## config.mk

```make
export PLATFORM = sky130hd
export DESIGN_NAME = spi_status_and_data_regs
export DESIGN_NICKNAME = d
export VERILOG_FILES = /design/src/spi_byte_shifter.v /design/src/spi_status_and_data_regs.v
export VERILOG_INCLUDE_DIRS = /design/src /design/src/src
export SDC_FILE = /design/constraint.sdc
export NUM_CORES = 1
export LEC_CHECK = 0
export BUFFER_PORTS_ARGS = -buffer_cell sky130_fd_sc_hd__buf_2
export CAP_MARGIN = 25
export CORE_ASPECT_RATIO = 0.9
export CORE_MARGIN = 1.5
export CORE_UTILIZATION = 45
export DETAILED_ROUTE_END_ITERATION = 8
export PLACE_DENSITY = 0.76
export REMOVE_ABC_BUFFERS = 1
export SYNTH_ARGS = -nofsm -noshare
export SYNTH_HDL_FRONTEND = slang
export SYNTH_SLANG_ARGS = --single-unit
export TNS_END_PERCENT = 100
```

## constraint.sdc

```tcl
create_clock -name clock -period 2.18 [get_ports clock]
set_input_delay 0.218 -clock clock [delete_from_list [all_inputs] [get_ports clock]]
set_output_delay 0.218 -clock clock [all_outputs]
set_load 0.02 [all_outputs]
```

## src/spi_status_defs.vh

```
// Constants for the serial port status and data register block
// Functional notes
// - Set transfer done flag, bit 7, when a byte exchange ends.
// - Request an interrupt on a rising done flag while interrupts enabled.
// - Ignore data register writes while the done flag is set.
// - Set write collision flag, bit 6, on a collision; software clears it.
// - Set overrun flag, bit 5, when a byte arrives before the last is read.
// - While overrun is set, refuse new bytes into the receive buffer.
// - Set mode fault flag, bit 4, on a mode fault; software clears it.
// - Writing zero clears done, collision or fault flag; one leaves it.
// - Overrun flag clears only by a software write.
// - Status bit 3 is a writable select pin configuration bit.
// - Data write starts an exchange only as master; slave just loads it.
// - Data reads return the receive buffer, not the live shifter.
// - The data register is 8 bits, bits 7 to 0 carry the byte.
// - Interrupt enable bit 0 raises a request on done, fault, collision or overrun; the code raises it only for events whose mask bit is set.
// - Config bit and select output enable choose select pin usage.
// - While mode fault is set the system enable bit reads zero.
`ifndef SPI_STATUS_DEFS_VH
`define SPI_STATUS_DEFS_VH

// Register indices; byte address is four times the index
`define IDX_CONTROL 8'hF3
`define IDX_STATUS 8'hF4
`define IDX_DATA 8'hF5
`define IDX_IRQ_EN 8'hF9
`define IDX_EVENT 8'hE8
`define IDX_EVMASK 8'hE9

// Status register fields
`define ST_DONE 7
`define ST_COLL 6
`define ST_OVR 5
`define ST_FAULT 4
`define ST_CFG 3

// Control register fields
`define CT_SELECT_OUTPUT_ENABLE 7
`define CT_ENABLE 6
`define CT_MASTER 4

// Extended interrupt enable field
`define IE_SERIAL 0

// Event and mask register fields
`define EV_W 4
`define EV_DONE 0
`define EV_FAULT 1
`define EV_COLL 2
`define EV_OVR 3

// Select pin usage, {config bit, select output enable}
`define SS_FAULT_IN 2'b00
`define SS_RESERVED 2'b01
`define SS_GPIO 2'b10
`define SS_DRIVEN 2'b11

`define BYTE_RESET 8'h00
`define BIT_COUNT 4'h8
`define HALF_DIV_DEFAULT 4

`endif

```

## src/spi_byte_shifter.v

```verilog
// Serial byte shifter, clock phase 0 and polarity 0, master or slave
`timescale 1ns/1ps
`default_nettype none
`include "spi_status_defs.vh"

module spi_byte_shifter #(
    parameter HALF_DIV = `HALF_DIV_DEFAULT
) (
    input wire clock, // System clock
    input wire rstn, // Asynchronous reset, active low
    input wire enable, // Port enabled
    input wire master, // Master mode
    input wire start, // Master start pulse
    input wire load, // Load transmit byte
    input wire [7:0] tx_byte, // Byte to send
    input wire sclk_in, // Serial clock pin
    input wire mosi_in, // Master out pin
    input wire miso_in, // Master in pin
    input wire ss_in, // Select pin, active low
    output wire ss_level, // Synchronised select level
    output wire busy, // Exchange in progress
    output reg done, // One-cycle end of byte
    output reg [7:0] rx_byte, // Last received byte
    output reg sclk_out, // Master serial clock
    output wire mosi_out, // Master data out
    output wire miso_out // Slave data out
);

    reg [3:0] meta_reg;
    reg [3:0] sync_reg;
    reg sclk_last_reg;
    reg [7:0] shift_reg;
    reg [7:0] rx_reg;
    reg [3:0] bits_reg;
    reg run_reg;
    reg [7:0] div_reg;
    wire sclk_s;
    wire mosi_s;
    wire miso_s;
    wire tick;

    ////////////////////////////////////////////////////////////////////
    // Pin synchronisers; first stage feeds only the second
    always @(posedge clock or negedge rstn) begin
        if (!rstn) begin
            // Idle levels, select high and clock low: no false edge
            meta_reg <= 4'h8;
            sync_reg <= 4'h8;
        end else begin
            meta_reg <= {ss_in, miso_in, mosi_in, sclk_in};
            sync_reg <= meta_reg;
        end
    end

    assign sclk_s = sync_reg[0];
    assign mosi_s = sync_reg[1];
    assign miso_s = sync_reg[2];
    assign ss_level = sync_reg[3];
    assign tick = (div_reg == HALF_DIV[7:0] - 8'h01);
    assign mosi_out = shift_reg[7];
    assign miso_out = shift_reg[7];
    assign busy = master ? run_reg : (!ss_level && bits_reg != 4'h0);

    ////////////////////////////////////////////////////////////////////
    // Shifting for both modes
    always @(posedge clock or negedge rstn) begin
        if (!rstn) begin
            sclk_last_reg <= 1'b0;
            shift_reg <= `BYTE_RESET;
            rx_reg <= `BYTE_RESET;
            rx_byte <= `BYTE_RESET;
            bits_reg <= 4'h0;
            run_reg <= 1'b0;
            div_reg <= 8'h00;
            sclk_out <= 1'b0;
            done <= 1'b0;
        end else begin
            sclk_last_reg <= sclk_s;
            done <= 1'b0;
            if (!enable) begin
                // Disable aborts any exchange
                run_reg <= 1'b0;
                bits_reg <= 4'h0;
                sclk_out <= 1'b0;
                div_reg <= 8'h00;
            end else if (master) begin
                if (start && !run_reg) begin
                    shift_reg <= tx_byte;
                    bits_reg <= 4'h0;
                    run_reg <= 1'b1;
                    div_reg <= 8'h00;
                    sclk_out <= 1'b0;
                end else if (run_reg) begin
                    div_reg <= tick ? 8'h00 : div_reg + 8'h01;
                    if (tick && !sclk_out) begin
                        sclk_out <= 1'b1;
                        rx_reg <= {rx_reg[6:0], miso_s};
                        bits_reg <= bits_reg + 4'h1;
                    end else if (tick) begin
                        sclk_out <= 1'b0;
                        if (bits_reg == `BIT_COUNT) begin
                            run_reg <= 1'b0;
                            bits_reg <= 4'h0;
                            rx_byte <= rx_reg;
                            done <= 1'b1;
                        end else begin
                            shift_reg <= {shift_reg[6:0], 1'b0};
                        end
                    end
                end
            end else begin
                run_reg <= 1'b0;
                if (ss_level) begin
                    bits_reg <= 4'h0;
                    if (load) begin
                        shift_reg <= tx_byte;
                    end
                end else if (sclk_s && !sclk_last_reg) begin
                    rx_reg <= {rx_reg[6:0], mosi_s};
                    if (bits_reg == `BIT_COUNT - 4'h1) begin
                        bits_reg <= 4'h0;
                        rx_byte <= {rx_reg[6:0], mosi_s};
                        done <= 1'b1;
                    end else begin
                        bits_reg <= bits_reg + 4'h1;
                    end
                end else if (!sclk_s && sclk_last_reg) begin
                    shift_reg <= {shift_reg[6:0], 1'b0};
                end else if (load && bits_reg == 4'h0) begin
                    // Slave byte waits for the external master
                    shift_reg <= tx_byte;
                end
            end
        end
    end

endmodule
`default_nettype wire

```

## src/spi_status_and_data_regs.v

```verilog
// Serial port status, data and control registers behind Wishbone
`timescale 1ns/1ps
`default_nettype none
`include "spi_status_defs.vh"

module spi_status_and_data_regs #(
    parameter ADDR_W = 10,
    parameter HALF_DIV = `HALF_DIV_DEFAULT
) (
    input wire clock, // System clock, 25 MHz
    input wire rstn, // Asynchronous reset, active low
    input wire cyc_i, // Wishbone cycle
    input wire stb_i, // Wishbone strobe
    input wire we_i, // Wishbone write enable
    input wire [ADDR_W-1:0] adr_i, // Wishbone byte address
    input wire [31:0] dat_i, // Wishbone write data
    input wire [3:0] sel_i, // Wishbone byte selects
    output reg [31:0] dat_o, // Wishbone read data
    output reg ack_o, // Wishbone acknowledge
    output wire irq, // Interrupt request, active high level
    input wire sclk_in, // Serial clock pin input
    output wire sclk_out, // Serial clock pin output
    output wire sclk_oe, // Serial clock pin drive enable
    input wire mosi_in, // Master out pin input
    output wire mosi_out, // Master out pin output
    output wire mosi_oe, // Master out pin drive enable
    input wire miso_in, // Master in pin input
    output wire miso_out, // Master in pin output
    output wire miso_oe, // Master in pin drive enable
    input wire ss_in_n, // Select pin input, active low
    output wire ss_out_n, // Select pin output, active low
    output wire ss_oe // Select pin drive enable
);

    function [7:0] reg_index;
        input [ADDR_W-1:0] adr;
        begin
            reg_index = adr[9:2];
        end
    endfunction

    // Sticky flag; a hardware set wins over a clear in the same cycle
    function flag_next;
        input set;
        input cur;
        input clr;
        begin
            flag_next = set || (cur && !clr);
        end
    endfunction

    reg select_output_enable_reg;
    reg enable_reg;
    reg master_reg;
    reg irq_en_reg;
    reg cfg_reg;
    reg done_reg;
    reg coll_reg;
    reg ovr_reg;
    reg fault_reg;
    reg unread_reg;
    reg [7:0] rx_buf_reg;
    reg [`EV_W-1:0] event_reg;
    reg [`EV_W-1:0] mask_reg;
    reg [7:0] rd_next;
    reg [`EV_W-1:0] event_next;
    wire access;
    wire wr;
    wire rd;
    wire [7:0] idx;
    wire [7:0] wbyte;
    wire enable_eff;
    wire [1:0] ss_mode;
    wire ss_level;
    wire busy;
    wire done_pulse;
    wire [7:0] rx_byte;
    wire data_wr;
    wire data_ok;
    wire start;
    wire coll_set;
    wire fault_set;
    wire ovr_set;
    wire buf_load;
    wire status_wr;
    wire ctrl_wr;
    wire irq_en_wr;
    wire mask_wr;
    wire data_rd;
    wire event_rd;
    wire done_clr;
    wire coll_clr;
    wire ovr_clr;
    wire fault_clr;
    wire sclk_drv;
    wire mosi_drv;
    wire miso_drv;

    ////////////////////////////////////////////////////////////////////
    // Bus decode; one wait state, action on the edge that raises ack
    assign access = cyc_i && stb_i && !ack_o;
    assign wr = access && we_i && sel_i[0];
    assign rd = access && !we_i;
    assign idx = reg_index(adr_i);
    assign wbyte = dat_i[7:0];

    // Fault forces the port off, so it cannot fight another master
    assign enable_eff = enable_reg && !fault_reg;
    assign ss_mode = {cfg_reg, select_output_enable_reg};

    assign data_wr = wr && idx == `IDX_DATA;
    assign coll_set = data_wr && busy;
    assign data_ok = data_wr && !busy && !done_reg;
    assign start = data_ok && master_reg && enable_eff;
    assign status_wr = wr && idx == `IDX_STATUS;
    // Register selects
    assign ctrl_wr = wr && idx == `IDX_CONTROL;
    assign irq_en_wr = wr && idx == `IDX_IRQ_EN;
    assign mask_wr = wr && idx == `IDX_EVMASK;
    assign data_rd = rd && idx == `IDX_DATA;
    assign event_rd = rd && idx == `IDX_EVENT;

    // Writing zero to a flag bit clears it, one keeps it
    assign done_clr = status_wr && !wbyte[`ST_DONE];
    assign coll_clr = status_wr && !wbyte[`ST_COLL];
    assign ovr_clr = status_wr && !wbyte[`ST_OVR];
    assign fault_clr = status_wr && !wbyte[`ST_FAULT];

    // Mode fault only with the select pin as a checked input
    assign fault_set = enable_reg && master_reg &&
        ss_mode == `SS_FAULT_IN && !ss_level;
    assign ovr_set = done_pulse && unread_reg && !ovr_reg;
    assign buf_load = done_pulse && !unread_reg && !ovr_reg;

    ////////////////////////////////////////////////////////////////////
    // Serial shifter
    spi_byte_shifter #(
        .HALF_DIV(HALF_DIV)
    ) shifter (
        .clock(clock),
        .rstn(rstn),
        .enable(enable_eff),
        .master(master_reg),
        .start(start),
        .load(data_ok && !master_reg),
        .tx_byte(wbyte),
        .sclk_in(sclk_in),
        .mosi_in(mosi_in),
        .miso_in(miso_in),
        .ss_in(ss_in_n),
        .ss_level(ss_level),
        .busy(busy),
        .done(done_pulse),
        .rx_byte(rx_byte),
        .sclk_out(sclk_drv),
        .mosi_out(mosi_drv),
        .miso_out(miso_drv)
    );

    ////////////////////////////////////////////////////////////////////
    // Pins
    assign sclk_out = sclk_drv;
    assign sclk_oe = enable_eff && master_reg;
    assign mosi_out = mosi_drv;
    assign mosi_oe = enable_eff && master_reg;
    assign miso_out = miso_drv;
    assign miso_oe = enable_eff && !master_reg && !ss_level;
    // Driven select goes low while the master shifts
    assign ss_out_n = !busy;
    assign ss_oe = master_reg && ss_mode == `SS_DRIVEN;

    ////////////////////////////////////////////////////////////////////
    // Read mux
    always @* begin
        rd_next = `BYTE_RESET;
        case (idx)
            `IDX_CONTROL: begin
                rd_next[`CT_SELECT_OUTPUT_ENABLE] = select_output_enable_reg;
                rd_next[`CT_ENABLE] = enable_reg && !fault_reg;
                rd_next[`CT_MASTER] = master_reg;
            end
            `IDX_STATUS: begin
                rd_next[`ST_DONE] = done_reg;
                rd_next[`ST_COLL] = coll_reg;
                rd_next[`ST_OVR] = ovr_reg;
                rd_next[`ST_FAULT] = fault_reg;
                rd_next[`ST_CFG] = cfg_reg;
            end
            `IDX_DATA: begin
                rd_next = rx_buf_reg;
            end
            `IDX_IRQ_EN: begin
                rd_next[`IE_SERIAL] = irq_en_reg;
            end
            `IDX_EVENT: begin
                rd_next[`EV_W-1:0] = event_reg;
            end
            `IDX_EVMASK: begin
                rd_next[`EV_W-1:0] = mask_reg;
            end
            default: begin
                rd_next = `BYTE_RESET;
            end
        endcase
    end

    always @(posedge clock or negedge rstn) begin
        if (!rstn) begin
            ack_o <= 1'b0;
            dat_o <= 32'h00000000;
        end else begin
            ack_o <= access;
            if (rd) begin
                dat_o <= {24'h000000, rd_next};
            end
        end
    end

    ////////////////////////////////////////////////////////////////////
    // Control and configuration registers
    always @(posedge clock or negedge rstn) begin
        if (!rstn) begin
            select_output_enable_reg <= 1'b0;
            enable_reg <= 1'b0;
            master_reg <= 1'b0;
            irq_en_reg <= 1'b0;
            cfg_reg <= 1'b0;
            mask_reg <= {`EV_W{1'b0}};
        end else begin
            if (ctrl_wr) begin
                select_output_enable_reg <= wbyte[`CT_SELECT_OUTPUT_ENABLE];
                enable_reg <= wbyte[`CT_ENABLE];
                master_reg <= wbyte[`CT_MASTER];
            end
            if (irq_en_wr) begin
                irq_en_reg <= wbyte[`IE_SERIAL];
            end
            if (status_wr) begin
                cfg_reg <= wbyte[`ST_CFG];
            end
            if (mask_wr) begin
                mask_reg <= wbyte[`EV_W-1:0];
            end
        end
    end

    ////////////////////////////////////////////////////////////////////
    // Status flags; a hardware set wins over a software clear
    always @(posedge clock or negedge rstn) begin
        if (!rstn) begin
            done_reg <= 1'b0;
            coll_reg <= 1'b0;
            ovr_reg <= 1'b0;
            fault_reg <= 1'b0;
            unread_reg <= 1'b0;
            rx_buf_reg <= `BYTE_RESET;
        end else begin
            done_reg <= flag_next(done_pulse, done_reg, done_clr);
            coll_reg <= flag_next(coll_set, coll_reg, coll_clr);
            ovr_reg <= flag_next(ovr_set, ovr_reg, ovr_clr);
            fault_reg <= flag_next(fault_set, fault_reg, fault_clr);
            // A dropped byte is lost; software must read the buffer in time
            if (buf_load) begin
                rx_buf_reg <= rx_byte;
            end
            unread_reg <= buf_load ||
                (unread_reg && !data_rd);
        end
    end

    ////////////////////////////////////////////////////////////////////
    // Interrupt events, cleared by reading the event register
    always @* begin
        event_next = event_reg;
        if (event_rd) begin
            event_next = {`EV_W{1'b0}};
        end
        if (done_pulse && !done_reg) begin
            event_next[`EV_DONE] = 1'b1;
        end
        if (fault_set && !fault_reg) begin
            event_next[`EV_FAULT] = 1'b1;
        end
        if (coll_set) begin
            event_next[`EV_COLL] = 1'b1;
        end
        if (ovr_set) begin
            event_next[`EV_OVR] = 1'b1;
        end
    end

    always @(posedge clock or negedge rstn) begin
        if (!rstn) begin
            event_reg <= {`EV_W{1'b0}};
        end else begin
            event_reg <= event_next;
        end
    end

    assign irq = irq_en_reg && |(event_reg & mask_reg);

endmodule
`default_nettype wire

```

Yosys cells after proc, flatten, opt, wreduce, memory -nomap -nowiden
Index checks and enable logic that the tools add are counted.
W data, S select, Z words.
{"block": "word_totals", "regBits": 83, "output_inout_bits": 42, "word_cells": 230}
{"block": "classes", "addsub": 2, "eq_ne": 30, "muxes": 76, "n_bitwise": 1, "n_reduce_logical": 92}
{"cell": "$mux W8", "count": 31}
{"cell": "$eq A8 B8 Y1 const B", "count": 6}
{"cell": "$logic_and A1 B1 Y1", "count": 48}
{"cell": "$mux W4", "count": 11}
{"cell": "$mux W1", "count": 28}
{"cell": "$logic_not A1 Y1", "count": 22}
{"cell": "$ne A3 B2 Y1 const B", "count": 4}
{"cell": "$pmux W2 S3", "count": 2}
{"cell": "$reduce_bool A2 Y1", "count": 6}
{"cell": "$ne A5 B2 Y1 const B", "count": 2}
{"cell": "$ne A3 B1 Y1 const B", "count": 3}
{"cell": "$reduce_and A9 Y1", "count": 1}
{"cell": "$add A8 B1 Y8 const B", "count": 1}
{"cell": "$eq A8 B2 Y1 const B", "count": 1}
{"cell": "$ne A2 B1 Y1 const B", "count": 4}
{"cell": "$ne A2 B2 Y1 const B", "count": 4}
{"cell": "$ne A4 B2 Y1 const B", "count": 2}
{"cell": "$pmux W1 S4", "count": 2}
{"cell": "$reduce_and A8 Y1", "count": 1}
{"cell": "$reduce_bool A4 Y1", "count": 2}
{"cell": "$reduce_and A6 Y1", "count": 1}
{"cell": "$logic_or A1 B1 Y1", "count": 5}
{"cell": "$add A4 B1 Y4 const B", "count": 1}
{"cell": "$and A4 B4 Y4", "count": 1}
{"cell": "12 further kinds", "count": 12}

Depth between registers and ports, before layout
{"block": "depth", "ltp_word": 14, "depth_mapped": 8, "depth_no_buf": 8}

By module
Synthesis repeated with hierarchy kept, for this count alone.
{"block": "unflattened", "hier_cells": 382, "area_unflattened_um2": 4265.3}
{"mod": "spi_byte_shifter", "instances": 1, "cells_each": 205, "area_per_inst_um2": 2313.5}
{"mod": "spi_status_and_data_regs", "instances": 1, "cells_each": 177, "area_per_inst_um2": 1951.9}

Worst setup path after synthesis
No wires, ideal clock.
{"block": "synth_timing", "kind": "flip-flop to flip-flop", "startpoint": "register shifter.bits_reg[0]", "endpoint": "register shifter.shift_reg[0]", "setup_ns": 0.125, "arrival_ns": 2.028, "required_ns": 2.055, "slack_ns": 0.027, "stages_incl_launch_ff": 9, "period_less_slack_ns": 2.153, "cell_sequence": "dfrtp_1 -> inv_1 -> ha_1 -> nor3b_1 -> o21a_1 -> and4b_4 -> o21ai_2 -> nor2_4 -> mux2_2"}
{"block": "synth_via", "elab_chain_len": 11, "word_cells_on_any_way": 22, "cone_classes": "eq/ne: 6; mux: 3; reduce/logical: 13"}
{"item": "from (decl)", "line": "spi_byte_shifter.v:34", "rtl": "reg [3:0] bits_reg;"}
{"item": "from (signal assigned)", "line": "spi_byte_shifter.v:98", "rtl": "bits_reg <= bits_reg + 4'h1;"}
{"item": "from (signal assigned)", "line": "spi_byte_shifter.v:125", "rtl": "bits_reg <= bits_reg + 4'h1;"}
{"item": "$reduce_bool A4 Y1 (*)", "line": "spi_byte_shifter.v:62", "rtl": "assign busy = master ? run_reg : (!ss_level && bits_reg != 4'h0);"}
{"item": "$logic_and A1 B1 Y1 (*)", "line": "spi_byte_shifter.v:62"}
{"item": "$mux W1 (*)", "line": "spi_byte_shifter.v:62"}
{"item": "$logic_not A1 Y1 (*)"}
{"item": "via ss_out_n", "line": "spi_status_and_data_regs.v:31", "rtl": "output wire ss_out_n,"}
{"item": "$logic_and A1 B1 Y1 (*) (2 in a row)", "line": "spi_status_and_data_regs.v:113", "rtl": "assign data_ok = data_wr && !busy && !done_reg;"}
{"item": "$logic_and A1 B1 Y1 (2 in a row)", "line": "spi_status_and_data_regs.v:114", "rtl": "assign start = data_ok && master_reg && enable_eff;"}
{"item": "$logic_and A1 B1 Y1", "line": "spi_byte_shifter.v:87", "rtl": "if (start && !run_reg) begin"}
{"item": "$ne A3 B1 Y1 (no source line), or another cell as far along"}
{"item": "$reduce_and A8 Y1 (no source line) / $mux W8 (equally long branches)"}
{"item": "to (signal assigned)", "line": "spi_byte_shifter.v:88", "rtl": "shift_reg <= tx_byte;"}
{"item": "to (signal assigned)", "line": "spi_byte_shifter.v:107", "rtl": "shift_reg <= {shift_reg[6:0], 1'b0};"}
{"item": "to (signal assigned)", "line": "spi_byte_shifter.v:116", "rtl": "shift_reg <= tx_byte;"}
{"item": "to (decl)", "line": "spi_byte_shifter.v:32", "rtl": "reg [7:0] shift_reg;"}
Mark *: on every way through the listed nets, which the timed path passes. The rest lies on a longest branch.
A chain may end at the register's enable or synchronous reset.

Worst setup path in the final report
{"block": "layout_timing", "startpoint": "register shifter.bits_reg[0]", "endpoint": "register shifter.shift_reg[7]"}
{"block": "layout_via", "elab_chain_len": 11, "word_cells_on_any_way": 22, "cone_classes": "eq/ne: 6; mux: 3; reduce/logical: 13"}
{"item": "$reduce_bool A4 Y1", "line": "spi_byte_shifter.v:62"}
{"item": "$logic_and A1 B1 Y1", "line": "spi_byte_shifter.v:62"}
{"item": "$mux W1", "line": "spi_byte_shifter.v:62"}
{"item": "$logic_not A1 Y1", "line": "spi_status_and_data_regs.v:113"}
{"item": "$logic_and A1 B1 Y1 (2 in a row)", "line": "spi_status_and_data_regs.v:113"}
{"item": "$logic_and A1 B1 Y1 (2 in a row)", "line": "spi_status_and_data_regs.v:114"}
{"item": "$logic_and A1 B1 Y1", "line": "spi_byte_shifter.v:87"}
{"item": "$ne A3 B1 Y1 (no source line), or another cell as far along"}
{"item": "$reduce_and A8 Y1 (no source line) / $mux W8 (equally long branches)"}
Several ways; a longest one is shown, not always the timed one.

==> out/results.md <==
- outcome: finished, final reports clean
- post-detailed-route via-to-cell ratio: 5.36
- Std-Cell Core Area: 9130 sq um
- leakage dissipation: 2.25 nW
- number of synthesized flops with an enable pin: 0
- I/O Pins: 97
- synth unique cells: 63
- normalized max-slew margin: 0.620
- number of buffers inserted during clock tree synthesis: 9
- total of fill cells in the finished design: 829
- cells after synthesis: 377
- antenna violations before repair: 0
- largest cells by area after synthesis: sky130_fd_sc_hd__dfrtp_1 48%, sky130_fd_sc_hd__mux2_2 15%, sky130_fd_sc_hd__buf_4 4.8%
- most frequent cells after synthesis: 81 x sky130_fd_sc_hd__dfrtp_1, 57 x sky130_fd_sc_hd__mux2_2, 34 x sky130_fd_sc_hd__nand2_1, 27 x sky130_fd_sc_hd__buf_4, 22 x sky130_fd_sc_hd__o21ai_0
- flip-flop and latch count after synthesis: 83
- Die Width: 105 microns
- worst vdd ir: 251 uV
- cell taking the most area after synthesis: sky130_fd_sc_hd__dfrtp_1
- number of setup violations in the final report: 0
- Area Overhead vs Synth: 15.3%
- number of global-route vias before repair: 2904
- largest buffer count on any clock path: 2
- height of the die: 95.1 microns
- fraction of registers with async set/reset: 1.00
- max-slew violation total from the final report: 0
- actual slew at the worst max-slew pin: 0.566 ns
- mapped cell area: 4240 sq um
- Total Die Area: 10000 sq um
- max_cap viols: 0
- grt ovf: 0
- wire length of the first global-routing pass: 14.2 mm
- share of cells above drive strength 1: 0.364
- class of the tightest hold or removal check: input port to register
- fraction of the yosys area taken by sequential cells: 0.490
- routed wire length: 8.63 mm
- sum of net half-perimeters after detailed placement: 6.37 mm
- TritonCTS clock tree: done
- Crit Path Class: register to register
- aggregate global-route resource usage: 0.182
- crit start category: register
- Ys Warns: 0
- post-route DRC violation count: 0
- Diodes inserted: 0
- Clock Tree Root: sky130_fd_sc_hd__clkbuf_8
- setup repair after global routing missed its margin: yes
- effective utilization at floorplan: 0.465
- pin count of the biggest net entering global routing: 58
- WL/cell: 15.1 microns
- type of element capturing the critical path: register
- number of cell rows: 33
- total of buffers placed on input and output ports: 43
- number of nets in the final layout: 505
- final count of hold timing violations: 0
- Required @ worst endpoint: 2.42 ns
- Clock Skews: 0.00944 ns
- Primary FF master, synth: sky130_fd_sc_hd__dfrtp_1
- weighted congestion at the end of routability-driven global placement: 0.884
- number of detailed-routing iterations run before antenna repair: 5
- Max Fanout on Critical Path: 8
- synthesized area per cell: 11.3 sq um
- TritonCTS Sinks: 83
- Highest Clock Rate: 480 MHz
- most common cell in the synthesized netlist: sky130_fd_sc_hd__dfrtp_1
- final core utilization: 0.536
- Routed Antenna Nets: 0
- hold_ws: 0.105 ns
- clock period minus final worst setup slack: 2.08 ns
- clock transition time at the flip-flop clock pins of the worst setup and hold paths: 0.08 ns
- CTS H-tree lvls: 3
- post-synth top area share: 0.478
- via count: 3071
- clock latency on the worst-skew pair: 0.36 ns
- power density relative to cell area: 582 nW/um^2
- CP arrival: 2.32 ns
- final period utilization: 0.955
- iteration-0 DRC count of the detailed router: 193
cell usage in the layout (no fill, tap or decap), types with 2 or more instances in the layout:
| master | synthesis | routed |
|---|---|---|
| sky130_fd_sc_hd__a22oi_1 | 3 | 3 |
| sky130_fd_sc_hd__nand3b_1 | 5 | 5 |
| sky130_fd_sc_hd__dlygate4sd3_1 | 0 | 5 |
| sky130_fd_sc_hd__a21oi_1 | 15 | 15 |
| sky130_fd_sc_hd__inv_1 | 8 | 8 |
| sky130_fd_sc_hd__o31ai_1 | 4 | 4 |
| sky130_fd_sc_hd__nor3_1 | 6 | 5 |
| sky130_fd_sc_hd__and4b_1 | 2 | 2 |
| sky130_fd_sc_hd__clkbuf_8 | 4 | 10 |
| sky130_fd_sc_hd__or3_1 | 3 | 3 |
| sky130_fd_sc_hd__or4_1 | 2 | 2 |
| sky130_fd_sc_hd__buf_4 | 27 | 21 |
| sky130_fd_sc_hd__nand3_1 | 12 | 12 |
| sky130_fd_sc_hd__and3_1 | 4 | 4 |
| sky130_fd_sc_hd__conb_1 | 1 | 24 |
| sky130_fd_sc_hd__buf_2 | 0 | 42 |
| sky130_fd_sc_hd__nand4_1 | 4 | 4 |
| sky130_fd_sc_hd__buf_12 | 0 | 3 |
| sky130_fd_sc_hd__nand2_1 | 34 | 34 |
| sky130_fd_sc_hd__nand2b_1 | 5 | 5 |
| sky130_fd_sc_hd__a222oi_1 | 4 | 4 |
| sky130_fd_sc_hd__ha_1 | 3 | 3 |
| sky130_fd_sc_hd__mux2_2 | 57 | 57 |
| sky130_fd_sc_hd__o21ai_2 | 1 | 2 |
| sky130_fd_sc_hd__and3_2 | 2 | 2 |
| sky130_fd_sc_hd__nor2_1 | 17 | 17 |
| sky130_fd_sc_hd__dfstp_2 | 2 | 2 |
| sky130_fd_sc_hd__or3_2 | 2 | 2 |
| sky130_fd_sc_hd__dfrtp_1 | 81 | 81 |
| sky130_fd_sc_hd__nor2b_1 | 5 | 5 |
| sky130_fd_sc_hd__o21ai_0 | 22 | 22 |
| sky130_fd_sc_hd__mux2i_1 | 3 | 3 |
| sky130_fd_sc_hd__a21oi_2 | 3 | 3 |
| sky130_fd_sc_hd__o22ai_1 | 2 | 2 |
metal layers:
metal | vias up | global-route usage | part of all wire
met5 | - | 0 | 0
met4 | 0 | 0.0799 | 0.023
met3 | 25 | 0.0417 | 0.058
met2 | 131 | 0.286 | 0.46
met1 | 1471 | 0.243 | 0.46
li1 | 1444 | - | -
final timing paths:
check	start	to	slack (ns)	depth (start not counted)
min in group asynchronous	rstn	shifter.meta_reg[2]	0.30	2
hold reg to reg	shifter.meta_reg[2]	shifter.sync_reg[2]	0.35	0
setup reg to reg	shifter.bits_reg[0]	shifter.shift_reg[7]	0.1	8
hold / removal	dat_i[2]	mask_reg[2]	0.10	2
max in group asynchronous	rstn	rx_buf_reg[6]	1.28	3
setup / recovery	shifter.bits_reg[0]	shifter.shift_reg[7]	0.1	8
stage by stage:
| step | power (W) | instance area, sq um | instances | setup slack, ns | setup TNS [ns] |
|---|---|---|---|---|---|
| after floorplan | 0.00169 | 4050 | 365 | -0.143 | -1.15 |
| after global placement | 0.00178 | 4620 | 551 | 0.00973 | 0 |
| after detailed placement | 0.00179 | 4620 | 551 | -0.0319 | -0.220 |
| after CTS | 0.00288 | 4860 | 571 | 0.0660 | 0 |
| after global routing | 0.00297 | 4890 | 573 | -0.0347 | -0.210 |
| final | 0.00285 | 4890 | 573 | 0.0981 | 0 |
where the power goes:
part	total (W)	switching (W)	internal (W)
Combinational	0.000192	0.000130	0.0000626
Clock	0.00109	0.000533	0.000555
Sequential	0.00157	0.0000111	0.00156
Total	0.00285	0.000674	0.00218
cell families after synthesis:
kind of cell               share of synthesized area
buffers and inverters                         0.0731
AOI/OAI and AO/OA                              0.105
adders and majority gates                    0.00885
other                                       0.000884
and+or+nand+nor                                0.162
muxes                                          0.158
DFF                                            0.490
xor gates and xnor gates                     0.00206
worst max-delay path, cell delays in order, from the launching register on:
cell and delay, ns:
sky130_fd_sc_hd__dfrtp_1 0.39, sky130_fd_sc_hd__inv_1 0.06, sky130_fd_sc_hd__ha_1 0.16, sky130_fd_sc_hd__nor3b_4 0.22, sky130_fd_sc_hd__o21a_1 0.18, sky130_fd_sc_hd__and4b_4 0.25
sky130_fd_sc_hd__o21ai_2 0.08, sky130_fd_sc_hd__nor2_4 0.26, sky130_fd_sc_hd__mux2_2 0.37
final cells by class:
cell class | count | area, sq um | area share
clock buffer | 11 | 141 | 0.0289
clock inverter | 4 | 51.3 | 0.0105
inverter | 8 | 30.0 | 0.00614
multi-input combinational | 274 | 1960 | 0.401
sequential | 83 | 2080 | 0.425
tap | 122 | 153 | 0.0312
timing repair buffer | 71 | 478 | 0.0977
repair_timing:
action	4_1_cts	5_1_grt
gates resized for setup	1	3
pin swaps	0	2
hold buffers	5	0
buffers inserted	0	2
hold endpoints to repair	28	0
endpoints found under the setup margin	9	13
Note: power is estimated with default switching activity, not from simulation.
